**config.mk**
```make
export PLATFORM = sky130hd
export DESIGN_NAME = ssp_spi_port
export DESIGN_NICKNAME = d
export VERILOG_FILES = /design/src/logic/ssp_pkg.sv /design/src/logic/ssp_sync.sv /design/src/logic/ssp_fifo.sv /design/src/logic/ssp_spi_port.sv
export SDC_FILE = /design/constraint.sdc
export NUM_CORES = 1
export LEC_CHECK = 0
export ABC_AREA = 1
export BUFFER_PORTS_ARGS = -buffer_cell sky130_fd_sc_hd__buf_4
export CELL_PAD_IN_SITES_DETAIL_PLACEMENT = 1
export CELL_PAD_IN_SITES_GLOBAL_PLACEMENT = 1
export CORE_MARGIN = 10
export CORE_UTILIZATION = 41
export DETAILED_ROUTE_END_ITERATION = 10
export GPL_TIMING_DRIVEN = 0
export HOLD_SLACK_MARGIN = 0.15
export PLACE_DENSITY_LB_ADDON = 0.1
export SYNTH_ARGS = -nofsm -noshare
export SYNTH_HDL_FRONTEND = slang
export SYNTH_SLANG_ARGS = --single-unit
export TNS_END_PERCENT = 5
```
**constraint.sdc**
```tcl
create_clock -name clock_i -period 2.07 [get_ports clock_i]
set_clock_uncertainty 0.2 [all_clocks]
set_input_delay 0.414 -clock clock_i [delete_from_list [all_inputs] [get_ports clock_i]]
set_output_delay 0.414 -clock clock_i [all_outputs]
set_load 0.02 [all_outputs]
```
**src/logic/ssp_pkg.sv**
```systemverilog
// shared constants and types of the synchronous serial port
package ssp_pkg;
  // port control register fields
  localparam int unsigned CTRL_ENABLE_BIT = 5;
  localparam int unsigned CTRL_POLARITY_BIT = 4;
  localparam int unsigned CTRL_MODE_LSB = 0;
  localparam int unsigned CTRL_MODE_W = 4;
  // peripheral flag register field
  localparam int unsigned FLAG_DONE_BIT = 3;
  // direction register fields, 1 = input
  localparam int unsigned DIR_SDI_BIT = 4;
  localparam int unsigned DIR_SDO_BIT = 5;
  localparam int unsigned DIR_SCK_BIT = 3;
  localparam int unsigned DIR_SS_BIT = 5;
  // pin vector positions
  localparam int unsigned PIN_SCK = 0;
  localparam int unsigned PIN_SDI = 1;
  localparam int unsigned PIN_SDO = 2;
  localparam int unsigned PIN_SS = 3;
  localparam int unsigned PIN_COUNT = 4;
  // mode select encodings
  localparam logic [3:0] MODE_M_DIV4 = 4'h0;
  localparam logic [3:0] MODE_M_DIV16 = 4'h1;
  localparam logic [3:0] MODE_M_DIV64 = 4'h2;
  localparam logic [3:0] MODE_M_TIMER = 4'h3;
  localparam logic [3:0] MODE_S_SELECT = 4'h4;
  localparam logic [3:0] MODE_S_NOSELECT = 4'h5;
  // bit clock ratios against the core clock, half period counter tops, one cycle below the half period
  localparam int unsigned RATIO_DIV4 = 4;
  localparam int unsigned RATIO_DIV16 = 16;
  localparam int unsigned RATIO_DIV64 = 64;
  localparam logic [4:0] HALF_TOP_DIV4 = 5'(RATIO_DIV4 / 2 - 1);
  localparam logic [4:0] HALF_TOP_DIV16 = 5'(RATIO_DIV16 / 2 - 1);
  localparam logic [4:0] HALF_TOP_DIV64 = 5'(RATIO_DIV64 / 2 - 1);
  // byte framing
  localparam logic [3:0] BYTE_BITS = 4'h8;
  localparam logic [3:0] LAST_BIT = 4'h7;
  localparam int unsigned TX_FIFO_DEPTH = 8;
  localparam int unsigned DATA_W = 8;
  // master sequencer states
  typedef enum logic [2:0] {
    SSP_IDLE = 3'b001,
    SSP_LEAD = 3'b010,
    SSP_TRAIL = 3'b100
  } ssp_state_e;
endpackage

```
**src/logic/ssp_sync.sv**
```systemverilog
// two flip-flop synchroniser for pin inputs
`timescale 1ns/1ps
`default_nettype none
module ssp_sync #(
  parameter int unsigned WIDTH = 4
) (
  input wire logic clock_i,
  input wire logic resetn_i,
  input wire logic [WIDTH-1:0] async_i,
  output logic [WIDTH-1:0] sync_o
);
  typedef struct packed {
    logic [WIDTH-1:0] meta;
    logic [WIDTH-1:0] sync;
  } ssp_sync_s;

  ssp_sync_s s_q;
  ssp_sync_s s_d;

  if (WIDTH < 1) begin : g_chk
    $error("ssp_sync: WIDTH must be at least 1");
  end

  always_comb begin
    s_d.meta = async_i;
    s_d.sync = s_q.meta;
  end

  always_ff @(posedge clock_i or negedge resetn_i) begin
    if (!resetn_i) begin
      s_q <= '0;
    end else begin
      s_q <= s_d;
    end
  end

  assign sync_o = s_q.sync;
endmodule
`default_nettype wire

```
**src/logic/ssp_fifo.sv**
```systemverilog
// transmit byte queue with valid/ready on both sides
`timescale 1ns/1ps
`default_nettype none
module ssp_fifo #(
  parameter int unsigned WIDTH = 8,
  parameter int unsigned DEPTH = 8
) (
  input wire logic clock_i,
  input wire logic resetn_i,
  input wire logic wr_valid_i,
  input wire logic [WIDTH-1:0] wr_data_i,
  output logic wr_ready_o,
  output logic rd_valid_o,
  output logic [WIDTH-1:0] rd_data_o,
  input wire logic rd_ready_i
);
  localparam int unsigned AW = (DEPTH > 1) ? $clog2(DEPTH) : 1;
  localparam logic [AW:0] CNT_FULL = (AW + 1)'(DEPTH);

  typedef struct packed {
    logic [DEPTH-1:0][WIDTH-1:0] mem;
    logic [AW-1:0] wp;
    logic [AW-1:0] rp;
    logic [AW:0] cnt;
    logic rdy;
    logic vld;
  } ssp_fifo_s;

  ssp_fifo_s s_q;
  ssp_fifo_s s_d;
  logic push;
  logic pop;

  if (DEPTH < 2 || (1 << AW) != DEPTH || WIDTH < 1) begin : g_chk
    $error("ssp_fifo: DEPTH must be a power of two >= 2");
  end

  always_comb begin
    s_d = s_q;
    push = wr_valid_i && s_q.rdy;
    pop = rd_ready_i && s_q.vld;
    if (push) begin
      s_d.mem[s_q.wp] = wr_data_i;
      s_d.wp = AW'(s_q.wp + 1'b1);
    end
    if (pop) begin
      s_d.rp = AW'(s_q.rp + 1'b1);
    end
    if (push && !pop) begin
      s_d.cnt = (AW + 1)'(s_q.cnt + 1'b1);
    end else if (pop && !push) begin
      s_d.cnt = (AW + 1)'(s_q.cnt - 1'b1);
    end
    s_d.rdy = (s_d.cnt != CNT_FULL);
    s_d.vld = (s_d.cnt != '0);
  end

  always_ff @(posedge clock_i or negedge resetn_i) begin
    if (!resetn_i) begin
      s_q <= '0;
      s_q.rdy <= 1'b1;
    end else begin
      s_q <= s_d;
    end
  end

  assign wr_ready_o = s_q.rdy;
  assign rd_valid_o = s_q.vld;
  assign rd_data_o = s_q.mem[s_q.rp];
endmodule
`default_nettype wire

```
**src/logic/ssp_spi_port.sv**
```systemverilog
// synchronous serial port, spi master and slave
//
// Contract
// [RULE1] port works only while enable bit 5 is set; then it owns its pins
// [RULE2] software reconfigures by clearing enable, rewriting control, setting enable again
// [RULE3] software sets directions: input 4 in, output 5 out, clock 3, select in
// [RULE4] a pin whose direction opposes the serial need becomes general purpose
// [RULE5] master starts every transfer by driving the clock; slave waits for it
// [RULE6] data shifts out on one clock edge and is sampled on the other
// [RULE7] same polarity both ends; every transfer is full duplex, real or dummy
// [RULE8] in master mode a buffer write starts shifting that byte at once; code queues it and starts it only from idle with sleep_i low
// [RULE9] master with clock pin as input keeps sampling at the bit rate
// [RULE10] monitored bytes load the buffer and set flags like normal bytes
// [RULE11] slave shifts only on edges of the external clock
// [RULE12] sampling the last bit sets the done flag, bit 3 of flag register
// [RULE13] shift clock idles at the level of polarity bit 4
// [RULE14] bytes move most significant bit first both ways
// [RULE15] master bit clock is core clock over 4, 16, 64, or timer over 2
// [RULE16] in sleep the slave keeps working and wakes the device on completion
// [RULE17] shifter is eight bits; after eight samples the byte loads the buffer
// [RULE18] control register mode field selects master rate or slave operation
`timescale 1ns/1ps
`default_nettype none
module ssp_spi_port #(
  parameter int unsigned FIFO_DEPTH = ssp_pkg::TX_FIFO_DEPTH
) (
  input wire logic clock_i,
  input wire logic resetn_i,
  input wire logic [7:0] port_control_reg_i,
  input wire logic [7:0] portc_direction_reg_i,
  input wire logic [7:0] porta_direction_reg_i,
  input wire logic timer_tick_i,
  input wire logic sleep_i,
  input wire logic tx_valid_i,
  input wire logic [7:0] tx_data_i,
  output logic tx_ready_o,
  input wire logic rx_read_i,
  input wire logic flag_clear_i,
  input wire logic overflow_clear_i,
  output logic [7:0] rx_data_o,
  output logic buffer_full_o,
  output logic overflow_o,
  output logic [7:0] peripheral_flag_reg_o,
  output logic wake_o,
  input wire logic [3:0] pin_in_i,
  input wire logic [3:0] gp_out_i,
  output logic [3:0] pin_out_o,
  output logic [3:0] pin_oe_n_o
);
  typedef struct packed {
    ssp_pkg::ssp_state_e st;
    logic [7:0] sh;
    logic samp;
    logic [3:0] cnt;
    logic sck;
    logic [4:0] div;
    logic loaded;
    logic sck_prev;
    logic [7:0] rxbuf;
    logic full;
    logic ovf;
    logic [7:0] pflag;
    logic wake;
    logic [3:0] pout;
    logic [3:0] poe_n;
  } ssp_core_s;

  ssp_core_s s_q;
  ssp_core_s s_d;

  logic [3:0] pin_s;
  logic [3:0] dir;
  logic [3:0] want_dir;
  logic [3:0] owned;
  logic en;
  logic cpol;
  logic [3:0] mode;
  logic is_master;
  logic is_slave;
  logic selected;
  logic sck_s;
  logic sdi_s;
  logic fifo_valid;
  logic [7:0] fifo_data;
  logic pop;
  logic tick;
  logic lead;
  logic trail;
  logic done_evt;
  logic [7:0] byte_in;
  logic [4:0] half_top;

  if (FIFO_DEPTH < 2) begin : g_chk
    $error("ssp_spi_port: FIFO_DEPTH must be at least 2");
  end

  ssp_sync #(
    .WIDTH(ssp_pkg::PIN_COUNT)
  ) u_sync (
    .clock_i(clock_i),
    .resetn_i(resetn_i),
    .async_i(pin_in_i),
    .sync_o(pin_s)
  );

  ssp_fifo #(
    .WIDTH(ssp_pkg::DATA_W),
    .DEPTH(FIFO_DEPTH)
  ) u_txq (
    .clock_i(clock_i),
    .resetn_i(resetn_i),
    .wr_valid_i(tx_valid_i),
    .wr_data_i(tx_data_i),
    .wr_ready_o(tx_ready_o),
    .rd_valid_o(fifo_valid),
    .rd_data_o(fifo_data),
    .rd_ready_i(pop)
  );

  assign en = port_control_reg_i[ssp_pkg::CTRL_ENABLE_BIT];
  assign cpol = port_control_reg_i[ssp_pkg::CTRL_POLARITY_BIT];
  assign mode = port_control_reg_i[ssp_pkg::CTRL_MODE_LSB +: ssp_pkg::CTRL_MODE_W];
  // mode field picks master rate or slave flavour
  assign is_master = en && (mode <= ssp_pkg::MODE_M_TIMER); // RULE18
  assign is_slave = en && (mode == ssp_pkg::MODE_S_SELECT || mode == ssp_pkg::MODE_S_NOSELECT);
  assign sck_s = pin_s[ssp_pkg::PIN_SCK];
  assign sdi_s = pin_s[ssp_pkg::PIN_SDI];

  assign dir[ssp_pkg::PIN_SCK] = portc_direction_reg_i[ssp_pkg::DIR_SCK_BIT];
  assign dir[ssp_pkg::PIN_SDI] = portc_direction_reg_i[ssp_pkg::DIR_SDI_BIT];
  assign dir[ssp_pkg::PIN_SDO] = portc_direction_reg_i[ssp_pkg::DIR_SDO_BIT];
  assign dir[ssp_pkg::PIN_SS] = porta_direction_reg_i[ssp_pkg::DIR_SS_BIT];
  // direction each pin needs to serve the port
  assign want_dir[ssp_pkg::PIN_SCK] = !is_master; // RULE3
  assign want_dir[ssp_pkg::PIN_SDI] = 1'b1;
  assign want_dir[ssp_pkg::PIN_SDO] = 1'b0;
  assign want_dir[ssp_pkg::PIN_SS] = 1'b1;
  // enable hands pins over; an opposed direction keeps a pin general purpose
  assign owned = {4{en}} & ~(dir ^ want_dir); // RULE1 RULE4

  // select pin used as output means the slave ignores select
  assign selected = (mode == ssp_pkg::MODE_S_NOSELECT) || !owned[ssp_pkg::PIN_SS] ||
                    !pin_s[ssp_pkg::PIN_SS];

  always_comb begin
    case (mode)
      ssp_pkg::MODE_M_DIV16: half_top = ssp_pkg::HALF_TOP_DIV16;
      ssp_pkg::MODE_M_DIV64: half_top = ssp_pkg::HALF_TOP_DIV64;
      default: half_top = ssp_pkg::HALF_TOP_DIV4;
    endcase
  end

  always_comb begin
    s_d = s_q;
    pop = 1'b0;
    tick = 1'b0;
    lead = 1'b0;
    trail = 1'b0;
    done_evt = 1'b0;
    byte_in = '0;
    s_d.wake = 1'b0;
    s_d.sck_prev = sck_s;
    // half-period tick of the master bit clock
    if (mode == ssp_pkg::MODE_M_TIMER) begin
      tick = timer_tick_i; // RULE15
    end else begin
      tick = (s_q.div == half_top); // RULE15
    end
    if (s_q.st == ssp_pkg::SSP_IDLE || tick) begin
      s_d.div = '0;
    end else begin
      s_d.div = 5'(s_q.div + 1'b1);
    end
    if (!en) begin
      s_d.st = ssp_pkg::SSP_IDLE; // RULE1
      s_d.cnt = '0;
      s_d.loaded = 1'b0;
      s_d.sck = cpol;
    end else if (is_master) begin
      // clock runs from the sequencer even if the pin is an input
      case (s_q.st)
        ssp_pkg::SSP_IDLE: begin
          s_d.sck = cpol; // RULE13
          if (fifo_valid && !sleep_i) begin
            pop = 1'b1; // RULE8 RULE5
            s_d.sh = fifo_data;
            s_d.cnt = '0;
            s_d.st = ssp_pkg::SSP_LEAD;
          end
        end
        ssp_pkg::SSP_LEAD: begin
          if (tick) begin
            s_d.sck = !cpol;
            lead = 1'b1; // RULE9
            s_d.st = ssp_pkg::SSP_TRAIL;
          end
        end
        ssp_pkg::SSP_TRAIL: begin
          if (tick) begin
            s_d.sck = cpol; // RULE13
            trail = 1'b1;
            s_d.st = (s_q.cnt == ssp_pkg::BYTE_BITS) ? ssp_pkg::SSP_IDLE : ssp_pkg::SSP_LEAD;
          end
        end
        default: begin
          s_d.st = ssp_pkg::SSP_IDLE;
        end
      endcase
    end else if (is_slave) begin
      s_d.st = ssp_pkg::SSP_IDLE;
      s_d.sck = cpol;
      // edges of the synchronised external clock only
      lead = selected && (sck_s != s_q.sck_prev) && (sck_s != cpol); // RULE11 RULE5
      trail = selected && (sck_s != s_q.sck_prev) && (sck_s == cpol); // RULE11
      if (!selected) begin
        s_d.cnt = '0;
      end
      if (s_q.cnt == '0 && !s_q.loaded && fifo_valid) begin
        pop = 1'b1;
        s_d.sh = fifo_data;
        s_d.loaded = 1'b1;
      end
    end else begin
      s_d.st = ssp_pkg::SSP_IDLE;
      s_d.cnt = '0;
      s_d.sck = cpol;
    end
    // slave samples on the leading edge; both shift out on the trailing edge
    if (lead) begin
      s_d.samp = sdi_s; // RULE6
      s_d.cnt = 4'(s_q.cnt + 1'b1);
      if (is_slave && s_q.cnt == ssp_pkg::LAST_BIT) begin
        done_evt = 1'b1; // RULE17
        byte_in = {s_q.sh[6:0], sdi_s}; // RULE14 RULE7
      end
    end
    if (trail) begin
      // master input is seen two cycles late: at its trailing tick the
      // synchroniser still shows the bit of the leading edge; needs ticks >= 2 apart
      s_d.sh = {s_q.sh[6:0], is_master ? sdi_s : s_q.samp}; // RULE6 RULE14 RULE7
      if (is_master && s_q.cnt == ssp_pkg::BYTE_BITS) begin
        done_evt = 1'b1; // RULE17
        byte_in = {s_q.sh[6:0], sdi_s}; // RULE14 RULE7
      end
      if (is_slave && s_q.cnt == ssp_pkg::BYTE_BITS) begin
        s_d.cnt = '0;
        s_d.loaded = 1'b0;
      end
    end
    // clears first so that a completing byte wins
    if (rx_read_i) begin
      s_d.full = 1'b0;
    end
    if (flag_clear_i) begin
      s_d.pflag[ssp_pkg::FLAG_DONE_BIT] = 1'b0;
    end
    if (overflow_clear_i) begin
      s_d.ovf = 1'b0;
    end
    if (done_evt) begin
      s_d.pflag[ssp_pkg::FLAG_DONE_BIT] = 1'b1; // RULE12 RULE10
      s_d.wake = sleep_i; // RULE16
      if (s_q.full && !rx_read_i) begin
        s_d.ovf = 1'b1;
      end else begin
        s_d.rxbuf = byte_in; // RULE10 RULE17
        s_d.full = 1'b1;
      end
    end
    // pin drivers, low enable drives the pin
    for (int i = 0; i < 4; i++) begin
      if (owned[i]) begin
        // an owned pin is driven only where the port needs an output
        s_d.poe_n[i] = want_dir[i]; // RULE1 RULE3
        if (i == ssp_pkg::PIN_SDO) begin
          s_d.pout[i] = s_d.sh[7]; // RULE14
        end else if (i == ssp_pkg::PIN_SCK) begin
          s_d.pout[i] = s_d.sck; // RULE13
        end else begin
          s_d.pout[i] = 1'b0;
        end
      end else begin
        s_d.poe_n[i] = dir[i]; // RULE4 RULE9
        s_d.pout[i] = gp_out_i[i]; // RULE4
      end
    end
  end

  always_ff @(posedge clock_i or negedge resetn_i) begin
    if (!resetn_i) begin
      s_q <= '0;
      s_q.st <= ssp_pkg::SSP_IDLE;
      s_q.poe_n <= 4'hf;
    end else begin
      s_q <= s_d;
    end
  end

  assign rx_data_o = s_q.rxbuf;
  assign buffer_full_o = s_q.full;
  assign overflow_o = s_q.ovf;
  assign peripheral_flag_reg_o = s_q.pflag;
  assign wake_o = s_q.wake;
  assign pin_out_o = s_q.pout;
  assign pin_oe_n_o = s_q.poe_n;
endmodule
`default_nettype wire

```
* After elaboration in Yosys (flattened, before gate mapping)
Index checks and enable logic that the tools add are counted.
Word-level totals: register bits 128, input bits 48, output and inout port bits 28, word-level logic and storage cells 184
Operators by class: $add $sub $neg 6, magnitude comparators 4, equal/unequal tests 20, multiplexer cells 80, bitwise logic cells 4, reductions and logical operators 39
Operator list (count):
- $mux 8 | 11
- $bwmux 64 | 1
- $mux 1 | 44
- $mux 4 | 8
- $bmux 8 s3 | 1
- $demux 8 s3 | 1
- $mux 11 | 2
- $mux 5 | 4
- $logic_and 1x1->1 | 17
- $eq 4x3->1 const B | 3
- $ne 4x4->1 const B | 3
- $pmux 5 s2 | 1
- $logic_not 1->1 | 9
- $mux 3 | 3
- $pmux 3 s3 | 1
- $add 4x1->4 const B | 2
- $eq 4x2->1 const B | 2
- $lt 3x4->1 const B | 2
- $add 3x1->3 const B | 2
- $ne 3x1->1 const B | 2
- $reduce_bool 3->1 | 2
- $add 5x1->5 const B | 1
- $eq 5x5->1 | 1
- $reduce_and 5->1 | 1
- 23 further kinds | 29

* Longest topological paths before layout
Gate-level depths: netlist of the first run.
depth after elaboration 18, mapped depth 15, gate-level depth less buffers 15

* Cells and area by module
A second synthesis of the first run with hierarchy kept.
Unflattened totals: cell total of the unflattened synthesis 743, area, all modules 6525.0 um^2
By module, submodules not included:
- ssp_fifo | instances 1, cells an instance 432, area each 3759.9 um^2, sequential area each 1903.1 um^2
- ssp_spi_port | instances 1, cells an instance 303, area each 2565.0 um^2, sequential area each 1107.3 um^2
- ssp_sync | instances 1, cells an instance 8, area each 200.2 um^2, sequential area each 200.2 um^2

* Least setup slack after synthesis of the first run
No wires, ideal clock.
kind register to register, from register s_q[48] (netlist bit), to register u_txq.s_q, in the netlist u_txq.rd_valid_o, library setup time 0.129 ns, data arrival time 1.508 ns, data required time 1.741 ns, slack 0.233 ns, cell stages (with the launch flop) 12, buffers on the path 0, clock period less this slack 1.837 ns, cells stage by stage dfstp_2 -> inv_1 -> nor3_2 -> nand3_2 -> nand2_4 -> nand2_4 -> nand2_2 -> inv_2 -> nand2_1 -> nand2_2 -> nor2_2 -> nand3_1
RTL lines:
- start: declaration | RTL line ssp_spi_port.sv:68 | ssp_core_s s_q;
- end: declaration | RTL line ssp_fifo.sv:29 | ssp_fifo_s s_q;

* Worst setup path in the final report of the first run
from input port porta_direction_reg_i[5], to register s_q[43] (netlist bit)
On the way: cells in the longest elaborated chain, start to end 13, elaborated cells on any way between the ends 18, those cells by class eq/ne: 2; mux: 4; bitwise: 3; reduce/logical: 9
Ends and longest elaborated chain:
- start: declaration | RTL line ssp_spi_port.sv:31 | input wire logic [7:0] porta_direction_reg_i,
- $xor 4x4->4 * | RTL line ssp_spi_port.sv:139 | assign owned = {4{en}} & ~(dir ^ want_dir);
- $not 4->4 * | RTL line ssp_spi_port.sv:139
- $and 4x4->4 * | RTL line ssp_spi_port.sv:139
- $logic_not 1->1 * | RTL line ssp_spi_port.sv:142 | assign selected = (mode == ssp_pkg::MODE_S_NOSELECT) || !owned[ssp_pkg::PIN_SS] ||
- $logic_or 1x1->1 * (2 in series) | RTL line ssp_spi_port.sv:142
- $logic_and 1x1->1 * (2 in series) | RTL line ssp_spi_port.sv:214 | trail = selected && (sck_s != s_q.sck_prev) && (sck_s == cpol);
- $mux 1 * | RTL line ssp_spi_port.sv:209 | end else if (is_slave) begin
- $mux 1 * | RTL line ssp_spi_port.sv:179 | end else if (is_master) begin
- $mux 1 * | RTL line ssp_spi_port.sv:174 | if (!en) begin
- $ne 3x1->1 (no source line) (tied with other cells)
- $reduce_and 5->1 (no source line)
Mark *: on every way between the ends. The rest lies on a longest branch, timed or not. A chain may end at the register's enable or synchronous reset.

==> results of run 1 <==
## placed cells by master (no fill, tap or decap), types with 5 or more instances in the layout
cell             n
buf_4           87
inv_2           10
nand4_1          9
nand3_1         28
nor2_1          60
inv_1           48
a21oi_1          7
xor2_1          10
clkinvlp_4       5
bufinv_16        6
clkbuf_16       17
nand2_1        175
conb_1           7
nand2_2         10
dfstp_2          6
clkbuf_2         9
ha_1             7
o221ai_1        13
clkbuf_1         8
o21ai_1          7
nand2_4          6
o21ai_0        104
dlygate4sd3_1   18
dfrtp_1        119
## report_power, final
part	switching, mW	internal (mW)	leakage [nW]
registers	0.544	3.24	1.59
logic	1.92	1.04	1.90
clock network	1.16	2.29	0.314
## layer usage
layer	vias to the layer above	global-route usage, %	share of wire (%)
met4	0	7.23	2.1
met3	31	4.67	3.5
met2	105	34.5	53
li1	2491	-	-
met1	2603	21.5	41
met5	-	0	0
## critical path, delay by kind of cell
kind,cells,cell delay [ps]
buf+inv,4,910
compound gates,1,210
simple gates,6,610
## flip-flops by register name, indices dropped and copies added (netlist names)
| name | flops |
|---|---|
| buffer_full_o | 1 |
| wake_o | 1 |
| rx_data_o | 8 |
| u_txq.s_q | 74 |
| peripheral_flag_reg_o | 1 |
| pin_out_o | 4 |
| pin_oe_n_o | 4 |
| u_txq.wr_ready_o | 1 |
| u_txq.rd_valid_o | 1 |
| s_q | 24 |
| u_sync.sync_o | 3 |
| u_sync.s_d | 3 |
| overflow_o | 1 |
## metrics by stage
stage	instances	area, sq um
after floorplan	712	6030
after global placement	949	6660
after detailed placement	950	6690
after CTS	1002	7610
after global routing	1009	7740
final	1009	7740
## path summary, 6_finish.rpt
| path | startpoint | end | cells after the start |
|---|---|---|---|
| worst max-delay path | porta_direction_reg_i[5] | s_q[43]$_DFFE_PN0P_ | 11 |
| worst min-delay path | u_sync.s_d[0]$_DFF_PN0_ | u_sync.sync_o[0]$_DFF_PN0_ | 0 |
| worst max register to register | u_txq.s_q[6]$_DFFE_PN0P_ | s_q[46]$_DFFE_PN0P_ | 7 |
| worst min register to register | u_sync.s_d[0]$_DFF_PN0_ | u_sync.sync_o[0]$_DFF_PN0_ | 0 |
| max in group asynchronous | resetn_i | u_txq.wr_ready_o$_DFF_PN1_ | 3 |
| min in group asynchronous | resetn_i | pin_out_o[0]$_DFF_PN0_ | 2 |
## layout make-up
class / instances / share of cell area [%]
clock inverter: 14 / 3.10
sequential: 126 / 40.8
clock buffer: 18 / 5.67
buffer: 48 / 3.88
inverter: 60 / 3.02
tap: 184 / 2.97
multi-input combinational: 477 / 31.4
timing repair buffer: 82 / 9.16
## repair_timing
action                                  4_1_cts  5_1_grt
gates resized for setup                      21       23
endpoints found under the setup margin       58       94
endpoints found under the hold margin        64        1
pin swaps                                     4        7
buffers inserted                              3        7
hold buffers                                 18        1
## cell families after synthesis
group / synth area share, %
buffers and inverters: 8.48
adders and majority gates: 1.46
AOI/OAI and AO/OA: 13.2
and+or+nand+nor: 22.3
other: 0.0624
DFF: 52.6
xor gates and xnor gates: 1.90
## Yosys cell counts, drive strengths merged
cell type    n
inv         59
o21ai      112
clkbuf      19
a221oi       1
nand4        9
buf         30
a21oi        7
o221ai      14
nand3b       1
or2          1
dfrtp      120
a211oi       1
nor3b        1
o22ai        2
xor2        10
clkinv       1
xnor2        3
conb         1
nor3         4
nand2      191
dfstp        6
ha           7
and2         1
nor4         1
a21boi       3
o21bai       1
nor2        68
nand3       31
o31ai        1
==> summary.json, run 1 <==
{
  "outcome": "complete, no violations",
  "htreeDepth": 4,
  "setup_violations_final": 0,
  "synthesis.yosys.warnings": 0,
  "nets": 867,
  "synth-seq-cells": 126,
  "postRouteWirelength_mm": 18.5,
  "critical_path.startpoint_type": "input port",
  "max-vdd-ir-drop_uv": 745,
  "tritoncts.num_buffers": 17,
  "syn-mean-instance-area_sq_um": 8.51,
  "drv_slew": 0,
  "unrepaired_setup_endpoints_after_global_routing": "yes",
  "detail_route.drc_violations": 0,
  "initialDrtViolationCount": 260,
  "track_usage_pct": 19.3,
  "hold_ws_ps": 149,
  "post_drt_via_cell_ratio": 5.18,
  "grt_overflow_total": 0,
  "flow.area_growth_from_synthesis_pct": 28.9,
  "place_congestion": 0.823,
  "cellLeakagePower_nw": 3.80,
  "critical_path.max_fanout": 7,
  "multi_input_combinational_cell_area_sq_um": 2430,
  "post-route-period-util_pct": 98.3,
  "endpoint_kind": "flip-flop",
  "summed_instance_area_of_the_synthesized_netlist_sq_um": 6010,
  "cts.path.max_buffers": 2,
  "antenna_found_initial": 0,
  "slowest_delay_ps": 550,
  "synth_sequential_area_ratio_pct": 52.6,
  "place_hpwl_mm": 12.7,
  "ys_top_cells_by_area": "dfrtp_1 (50%), nand2_1 (11%), o21ai_0 (8.7%)",
  "synth.distinct_cells": 41,
  "sequential_cell_area_sq_um": 3160,
  "report.final.hold_viol_count": 0,
  "synth_area_leader_cell": "dfrtp_1",
  "worstPathArrival_ps": 2140,
  "ctsRootBufferMaster": "clkbuf_16",
  "crit_path_cell_trace": "dlygate4sd3_1 > buf_4 > nand2_1 > inv_1 > nand3_1 > nand2_1 > o21ai_2 > nand2_4 > buf_12 > nand4_1 > nand3_1",
  "antenna_left": 0,
  "yosysTopAreaCellShare_pct": 50.0,
  "fin_setup_tns_ps": 0,
  "antenna_cells": 0,
  "numClockSinks": 126,
  "worst_setup_hold_path_clk_slew_ps": 60,
  "floorplan.io_pins": 76,
  "post_route_cells_drive_above_1_share_pct": 22.9,
  "chipHeight_um": 141,
  "worstHoldPathType": "flip-flop to flip-flop",
  "via_count": 5230,
  "setup.worst_path.class": "input port to flip-flop",
  "grt_start_max_net_pins": 79,
  "cts_tree": "yes",
  "total_power_mw": 10.2,
  "syn_inst_count": 706,
  "final_critical_path_setup_slack_ps": 34.3,
  "final.min_clock_period_ps": 2040,
  "placement.io_buffers": 53,
  "core_region_area_sq_um": 14400,
  "grt_pass1_vias": 5770,
  "wire_length_of_the_first_global_routing_pass_mm": 30.3,
  "die_w_um": 141,
  "dr.pass1.iters": 5,
  "layout.core_utilization_pct": 53.7,
  "fmaxAchievable_mhz": 491,
  "cp_slowest_cell": "dlygate4sd3_1",
  "routedWlPerCell_um": 18.3,
  "dpl_worst_slack_ps": -371,
  "placementRows": 44,
  "dieArea_sq_um": 19900,
  "clk_latency_ps": 430,
  "cp_data_required_time_ps": 2180,
  "power.density_nw_per_um2": 1320,
  "timing.reg2reg.setup_slack_ps": 40,
  "n_fill_cell": 1694,
  "max-cap-violations": 0,
  "effective_utilization_at_floorplan_pct": 41.6
}
(Power assumes the default switching activity.)
==> run 2, diff against run 1 <==
CORE_UTILIZATION = 35   (was 41)
GPL_ROUTABILITY_DRIVEN = 0   (was unset)
SLEW_MARGIN = 30   (was unset)
==> run 2 against run 1 <==
Net effect: power down 5.0%; die area increased by 15%; flip-flop and latch count unchanged; combinational power about the same; clock power down 13%; wire length is 5.4% lower; critical path depth is the same.
==> summary.json, run 2 (synthesis gave the netlist of run 1 again) <==
{
  "via_count": 5090,
  "clk_latency_ps": 420,
  "worstPathArrival_ps": 2130,
  "max_flop_register": "u_txq.s_q",
  "grt_pass1_vias": 5506,
  "antenna_cells": 0,
  "cts.path.max_buffers": 2,
  "max-vdd-ir-drop_uv": 686,
  "sequential_cell_area_sq_um": 3160,
  "tritoncts.num_buffers": 17,
  "initialDrtViolationCount": 221,
  "power.density_nw_per_um2": 1250,
  "postRouteWirelength_mm": 17.5,
  "largest_register_ff_count": 74,
  "wire_length_of_the_first_global_routing_pass_mm": 28.6,
  "commonest_cells_after_routing_fill_and_taps_aside": "nand2_1 (173), dfrtp_1 (118), o21ai_0 (104)",
  "layout_commonest_cell": "nand2_1",
  "antenna_left": 0,
  "placement.io_buffers": 53,
  "setup_violations_final": 0,
  "unrepaired_setup_endpoints_after_global_routing": "yes",
  "crit_path_cell_trace": "inv_2 > nor3_4 > nand3_4 > nand2_8 > nand2_4 > nand2_2 > inv_2 > nand2_1 > nand2_2 > nor2_4 > nand3_1",
  "flow.area_growth_from_synthesis_pct": 29.5,
  "slowest_delay_ps": 530,
  "chipHeight_um": 151,
  "stdcell_area_sq_um": 7780,
  "cp_data_required_time_ps": 2170,
  "critical_path.startpoint_type": "flip-flop",
  "timing.reg2reg.setup_slack_ps": 40,
  "max_slew.worst_pin.slew_ps": 549,
  "grt_overflow_total": 0,
  "core_region_area_sq_um": 16700,
  "floorplan.io_pins": 76,
  "final.min_clock_period_ps": 2030,
  "place_hpwl_mm": 12.4,
  "slew-limit-headroom_pct": 63.4,
  "endpoint_kind": "flip-flop",
  "ctsRootBufferMaster": "clkbuf_16",
  "n_fill_cell": 1946,
  "numClockSinks": 126,
  "worst_setup_hold_path_clk_slew_ps": 50,
  "place_area_sq_um": 6740,
  "grt_start_max_net_pins": 72,
  "cellLeakagePower_nw": 3.80,
  "dieArea_sq_um": 22800,
  "antenna_found_initial": 0,
  "outcome": "complete, no violations",
  "placementRows": 47,
  "nets": 869,
  "fmaxAchievable_mhz": 492,
  "die_w_um": 151,
  "cp_slowest_cell": "dfstp_2",
  "report.final.hold_viol_count": 0,
  "cell_count_post_placement": 986,
  "worstHoldPathType": "flip-flop to flip-flop",
  "post_route_cells_drive_above_1_share_pct": 23.6,
  "post-route-period-util_pct": 98.2,
  "cts_tree": "yes",
  "track_usage_pct": 16.1,
  "drv_slew": 0,
  "layout.core_utilization_pct": 46.6,
  "max-cap-violations": 0,
  "routedWlPerCell_um": 16.7,
  "fin_cells": 1047,
  "effective_utilization_at_floorplan_pct": 36.0,
  "setup.worst_path.class": "flip-flop to flip-flop",
  "dr.pass1.iters": 4,
  "htreeDepth": 4,
  "post_drt_via_cell_ratio": 4.86,
  "critical_path.max_fanout": 7,
  "detail_route.drc_violations": 0,
  "multi_input_combinational_cell_area_sq_um": 2490
}
## run 2: cell count changes in the layout (fill, tap and decap cells not counted), sizes merged
cell         before  now
clkinvlp          5    1
clkbuf           36   45
clkinv            4    3
dlygate4sd3      18   17
buf              94   97
bufinv            6    2
## run 2: worst paths after layout
kind / end / from / cells after the start
min in group asynchronous: pin_out_o[0]$_DFF_PN0_ / resetn_i / 2
min reg2reg: u_sync.sync_o[1]$_DFF_PN0_ / u_sync.s_d[1]$_DFF_PN0_ / 0
max: u_txq.rd_valid_o$_DFF_PN0_ / s_q[48]$_DFFE_PN1P_ / 11
max reg2reg: u_txq.rd_valid_o$_DFF_PN0_ / s_q[48]$_DFFE_PN1P_ / 11
max in group asynchronous: u_txq.wr_ready_o$_DFF_PN1_ / resetn_i / 3
min: u_sync.sync_o[1]$_DFF_PN0_ / u_sync.s_d[1]$_DFF_PN0_ / 0
## run 2: worst max-delay path, delay by kind of cell, from the launching register on
family / cells / cell delay [ps]
flip-flops: 1 / 530
AND/OR/NAND/NOR: 9 / 1070
buffers and inverters: 2 / 100
## run 2: metrics by stage
| step | setup slack, ps | total power [mW] | setup TNS [ps] | hold WS (ps) |
|---|---|---|---|---|
| 6_report | 38.2 | 9.69 | 0 | 157 |
| 3_3_place_gp | -397 | 6.38 | -16100 | 138 |
| 4_1_cts | -30.4 | 9.69 | -62.0 | 159 |
| 3_5_place_dp | -407 | 6.52 | -9800 | 136 |
| 2_1_floorplan | 233 | 5.48 | 0 | -81.6 |
| 5_1_grt | -98.8 | 10.4 | -213 | 169 |
## run 2: routing by layer
metal	track usage, %	part of all wire [%]
met5	0	0
met4	5.34	1.5
met3	4.06	3.3
met2	27.7	51
met1	19.2	44
## run 2: timing repair
item | 4_1_cts | 5_1_grt
resized for setup | 26 | 35
pin swaps | 1 | 10
setup buffers | 0 | 13
hold endpoints to repair | 87 | 0
setup endpoints to repair | 73 | 84
hold buffers | 17 | 0
## run 2: layout make-up
class                      count  area share [%]
buffer                        48            3.99
clock buffer                  27            6.59
sequential                   126            40.6
tap                          220            3.54
inverter                      60            2.97
clock inverter                 5           0.997
timing repair buffer          84            9.21
multi-input combinational    477            32.0
## run 2: where the power goes
group	leakage, nW	switching [mW]	internal, mW
clock	0.288	1.06	1.93
combinational	1.93	1.86	1.10
sequential	1.59	0.507	3.24
total	3.80	3.42	6.27
==> run 3, diff against run 2 <==
SETUP_SLACK_MARGIN = 0.3   (was unset)
==> run 3 against run 2 <==
Net effect: design area grew 5.6%; combinational power grew 14%; cell count grew 1.7%; register-to-register slack gained 60 ps; via count grew 3.8%; flip-flop and latch count is the same; clock power shrank 2%; die area is the same; critical endpoint is now rx_data_o[0]$_DFFE_PN0P_.
==> summary.json, run 3 (synthesis gave the netlist of run 1 again) <==
{
  "outcome": "complete, no violations",
  "worstHoldPathType": "flip-flop to flip-flop",
  "cts_tree": "yes",
  "worst_setup_hold_path_clk_slew_ps": 50,
  "timing.critical_path.mode_cell": "nand2_1",
  "reg2reg_depth": 12,
  "worstPathArrival_ps": 2120,
  "dr.pass1.iters": 5,
  "effective_utilization_at_floorplan_pct": 36.0,
  "nets": 887,
  "largest_register_ff_count": 74,
  "stdcell_area_sq_um": 8220,
  "timing.rr.start": "s_q[32]$_DFF_PN0_",
  "placement.io_buffers": 53,
  "layout_commonest_cell": "nand2_1",
  "tritoncts.num_buffers": 17,
  "grt_pass1_vias": 5710,
  "setup_violations_final": 0,
  "hold_crit_depth": 0,
  "ctsRootBufferMaster": "clkbuf_16",
  "cp_data_required_time_ps": 2220,
  "antenna_cells": 0,
  "chipHeight_um": 151,
  "setup.worst_path.class": "flip-flop to flip-flop",
  "dieArea_sq_um": 22800,
  "post-route-period-util_pct": 95.0,
  "final.min_clock_period_ps": 1970,
  "slew-limit-headroom_pct": 60.3,
  "unrepaired_setup_endpoints_after_global_routing": "yes",
  "slowest_delay_ps": 430,
  "htreeDepth": 4,
  "cellLeakagePower_nw": 4.04,
  "max_slew.worst_pin.slew_ps": 595,
  "cts.path.max_buffers": 2,
  "antenna_found_initial": 0,
  "initialDrtViolationCount": 245,
  "place_area_sq_um": 6750,
  "place_hpwl_mm": 12.5,
  "clk_latency_ps": 420,
  "critical_path.startpoint_type": "flip-flop",
  "track_usage_pct": 16.8,
  "flow.area_growth_from_synthesis_pct": 36.8,
  "grt_start_max_net_pins": 67,
  "fmaxAchievable_mhz": 508,
  "max-cap-violations": 0,
  "fin_cells": 1065,
  "cp_slowest_cell": "dfrtp_1",
  "cell_count_post_placement": 986,
  "antenna_left": 0,
  "regToRegEndpoint": "rx_data_o[0]$_DFFE_PN0P_",
  "critical_path.max_fanout": 5,
  "endpoint_kind": "flip-flop",
  "power.density_nw_per_um2": 1220,
  "post_drt_via_cell_ratio": 4.96,
  "placementRows": 47,
  "routedWlPerCell_um": 17.4,
  "detail_route.drc_violations": 0,
  "max-vdd-ir-drop_uv": 712,
  "crit_path_cell_trace": "nor2_1 > nand2_1 > nand2_1 > nand2_1 > nand2_1 > nand2_2 > nand2_4 > nand4_1 > buf_4 > nand2_8 > nand3_1 > nand2_1",
  "via_count": 5282,
  "drv_slew": 0,
  "wire_length_of_the_first_global_routing_pass_mm": 30.2,
  "post_route_cells_drive_above_1_share_pct": 29.2,
  "max_flop_register": "u_txq.s_q",
  "floorplan.io_pins": 76,
  "timing.reg2reg.setup_slack_ps": 100,
  "postRouteWirelength_mm": 18.5,
  "min_delay_startpoint": "u_sync.s_d[3]$_DFF_PN0_",
  "die_w_um": 151,
  "report.final.hold_viol_count": 0,
  "core_region_area_sq_um": 16700,
  "commonest_cells_after_routing_fill_and_taps_aside": "nand2_1 (154), dfrtp_1 (119), buf_4 (95)",
  "timing.hold.worst_endpoint": "u_sync.sync_o[3]$_DFF_PN0_",
  "numClockSinks": 126,
  "grt_overflow_total": 0
}
## run 3: changes by cell type in the layout (fill, tap and decap cells not counted), sizes merged
cell,before,now
clkbuf,45,37
nand2,191,192
clkinv,3,6
buf,97,120
clkinvlp,1,0
## run 3: worst max-delay path by stage
stage,from,to,slack [ps],depth (start not counted)
2_1_floorplan,s_q[48]$_DFFE_PN1P_,u_txq.rd_valid_o$_DFF_PN0_,290,11
3_3_place_gp,u_txq.s_q[6]$_DFFE_PN0P_,s_q[43]$_DFFE_PN0P_,-390,7
3_5_place_dp,u_txq.s_q[6]$_DFFE_PN0P_,s_q[43]$_DFFE_PN0P_,-440,7
4_1_cts,s_q[48]$_DFFE_PN1P_,u_txq.rd_valid_o$_DFF_PN0_,80,11
5_1_grt,s_q[32]$_DFF_PN0_,rx_data_o[0]$_DFFE_PN0P_,-50,12
6_report,s_q[32]$_DFF_PN0_,rx_data_o[0]$_DFFE_PN0P_,100,12
## run 3: routing by layer
layer / GRT usage (%) / vias to the layer above / part of all wire (%)
li1: - / 2526 / -
met1: 20.2 / 2649 / 43
met2: 29.3 / 89 / 51
met3: 3.07 / 18 / 3.6
met4: 5.73 / 0 / 1.9
met5: 0 / - / 0
## run 3: worst max-delay path: cells and delay by family (launching register included)
family,cells,cell delay [ps]
and+or+nand+nor,11,1010
buffers and inverters,1,250
DFF,1,430
## run 3: what timing repair did
| action | 4_1_cts | 5_1_grt |
|---|---|---|
| pin swaps | 25 | 24 |
| gates cloned | 1 | 0 |
| setup buffers | 24 | 5 |
| hold endpoints to repair | 75 | 0 |
| gates resized for setup | 62 | 109 |
| hold buffers | 17 | 0 |
| endpoints found under the setup margin | 104 | 113 |
## run 3: area by class of cell
| class | count | area, sq um |
|---|---|---|
| plain buffers | 49 | 393 |
| repair buffers | 100 | 885 |
| clock buffers | 25 | 485 |
| inverters | 60 | 239 |
| well taps | 220 | 275 |
| multi-input cells | 478 | 2700 |
| fillers | 1952 | 8480 |
| clock inverters | 7 | 85.1 |
| flip-flops and latches | 126 | 3160 |
## run 3: power by group
| group | total, mW | internal (mW) | switching (mW) |
|---|---|---|---|
| Clock | 2.92 | 1.86 | 1.06 |
| Combinational | 3.37 | 1.28 | 2.08 |
| Sequential | 3.76 | 3.24 | 0.513 |
| Total | 10.0 | 6.38 | 3.66 |
## run 3: per-stage QoR
| step | util, % | setup slack (ps) | total power [mW] | hold slack [ps] | TNS [ps] |
|---|---|---|---|---|---|
| 6_report | 49.2 | 103 | 10.0 | 150 | 0 |
| 5_1_grt | 49.2 | -51.9 | 10.7 | 175 | -368 |
| 4_1_cts | 47.2 | 83.8 | 9.92 | 150 | 0 |
| 3_5_place_dp | 40.4 | -435 | 6.55 | 138 | -9900 |
| 3_3_place_gp | 40.2 | -386 | 6.39 | 138 | -14460 |
| 2_1_floorplan | - | 286 | 5.49 | -81.6 | 0 |
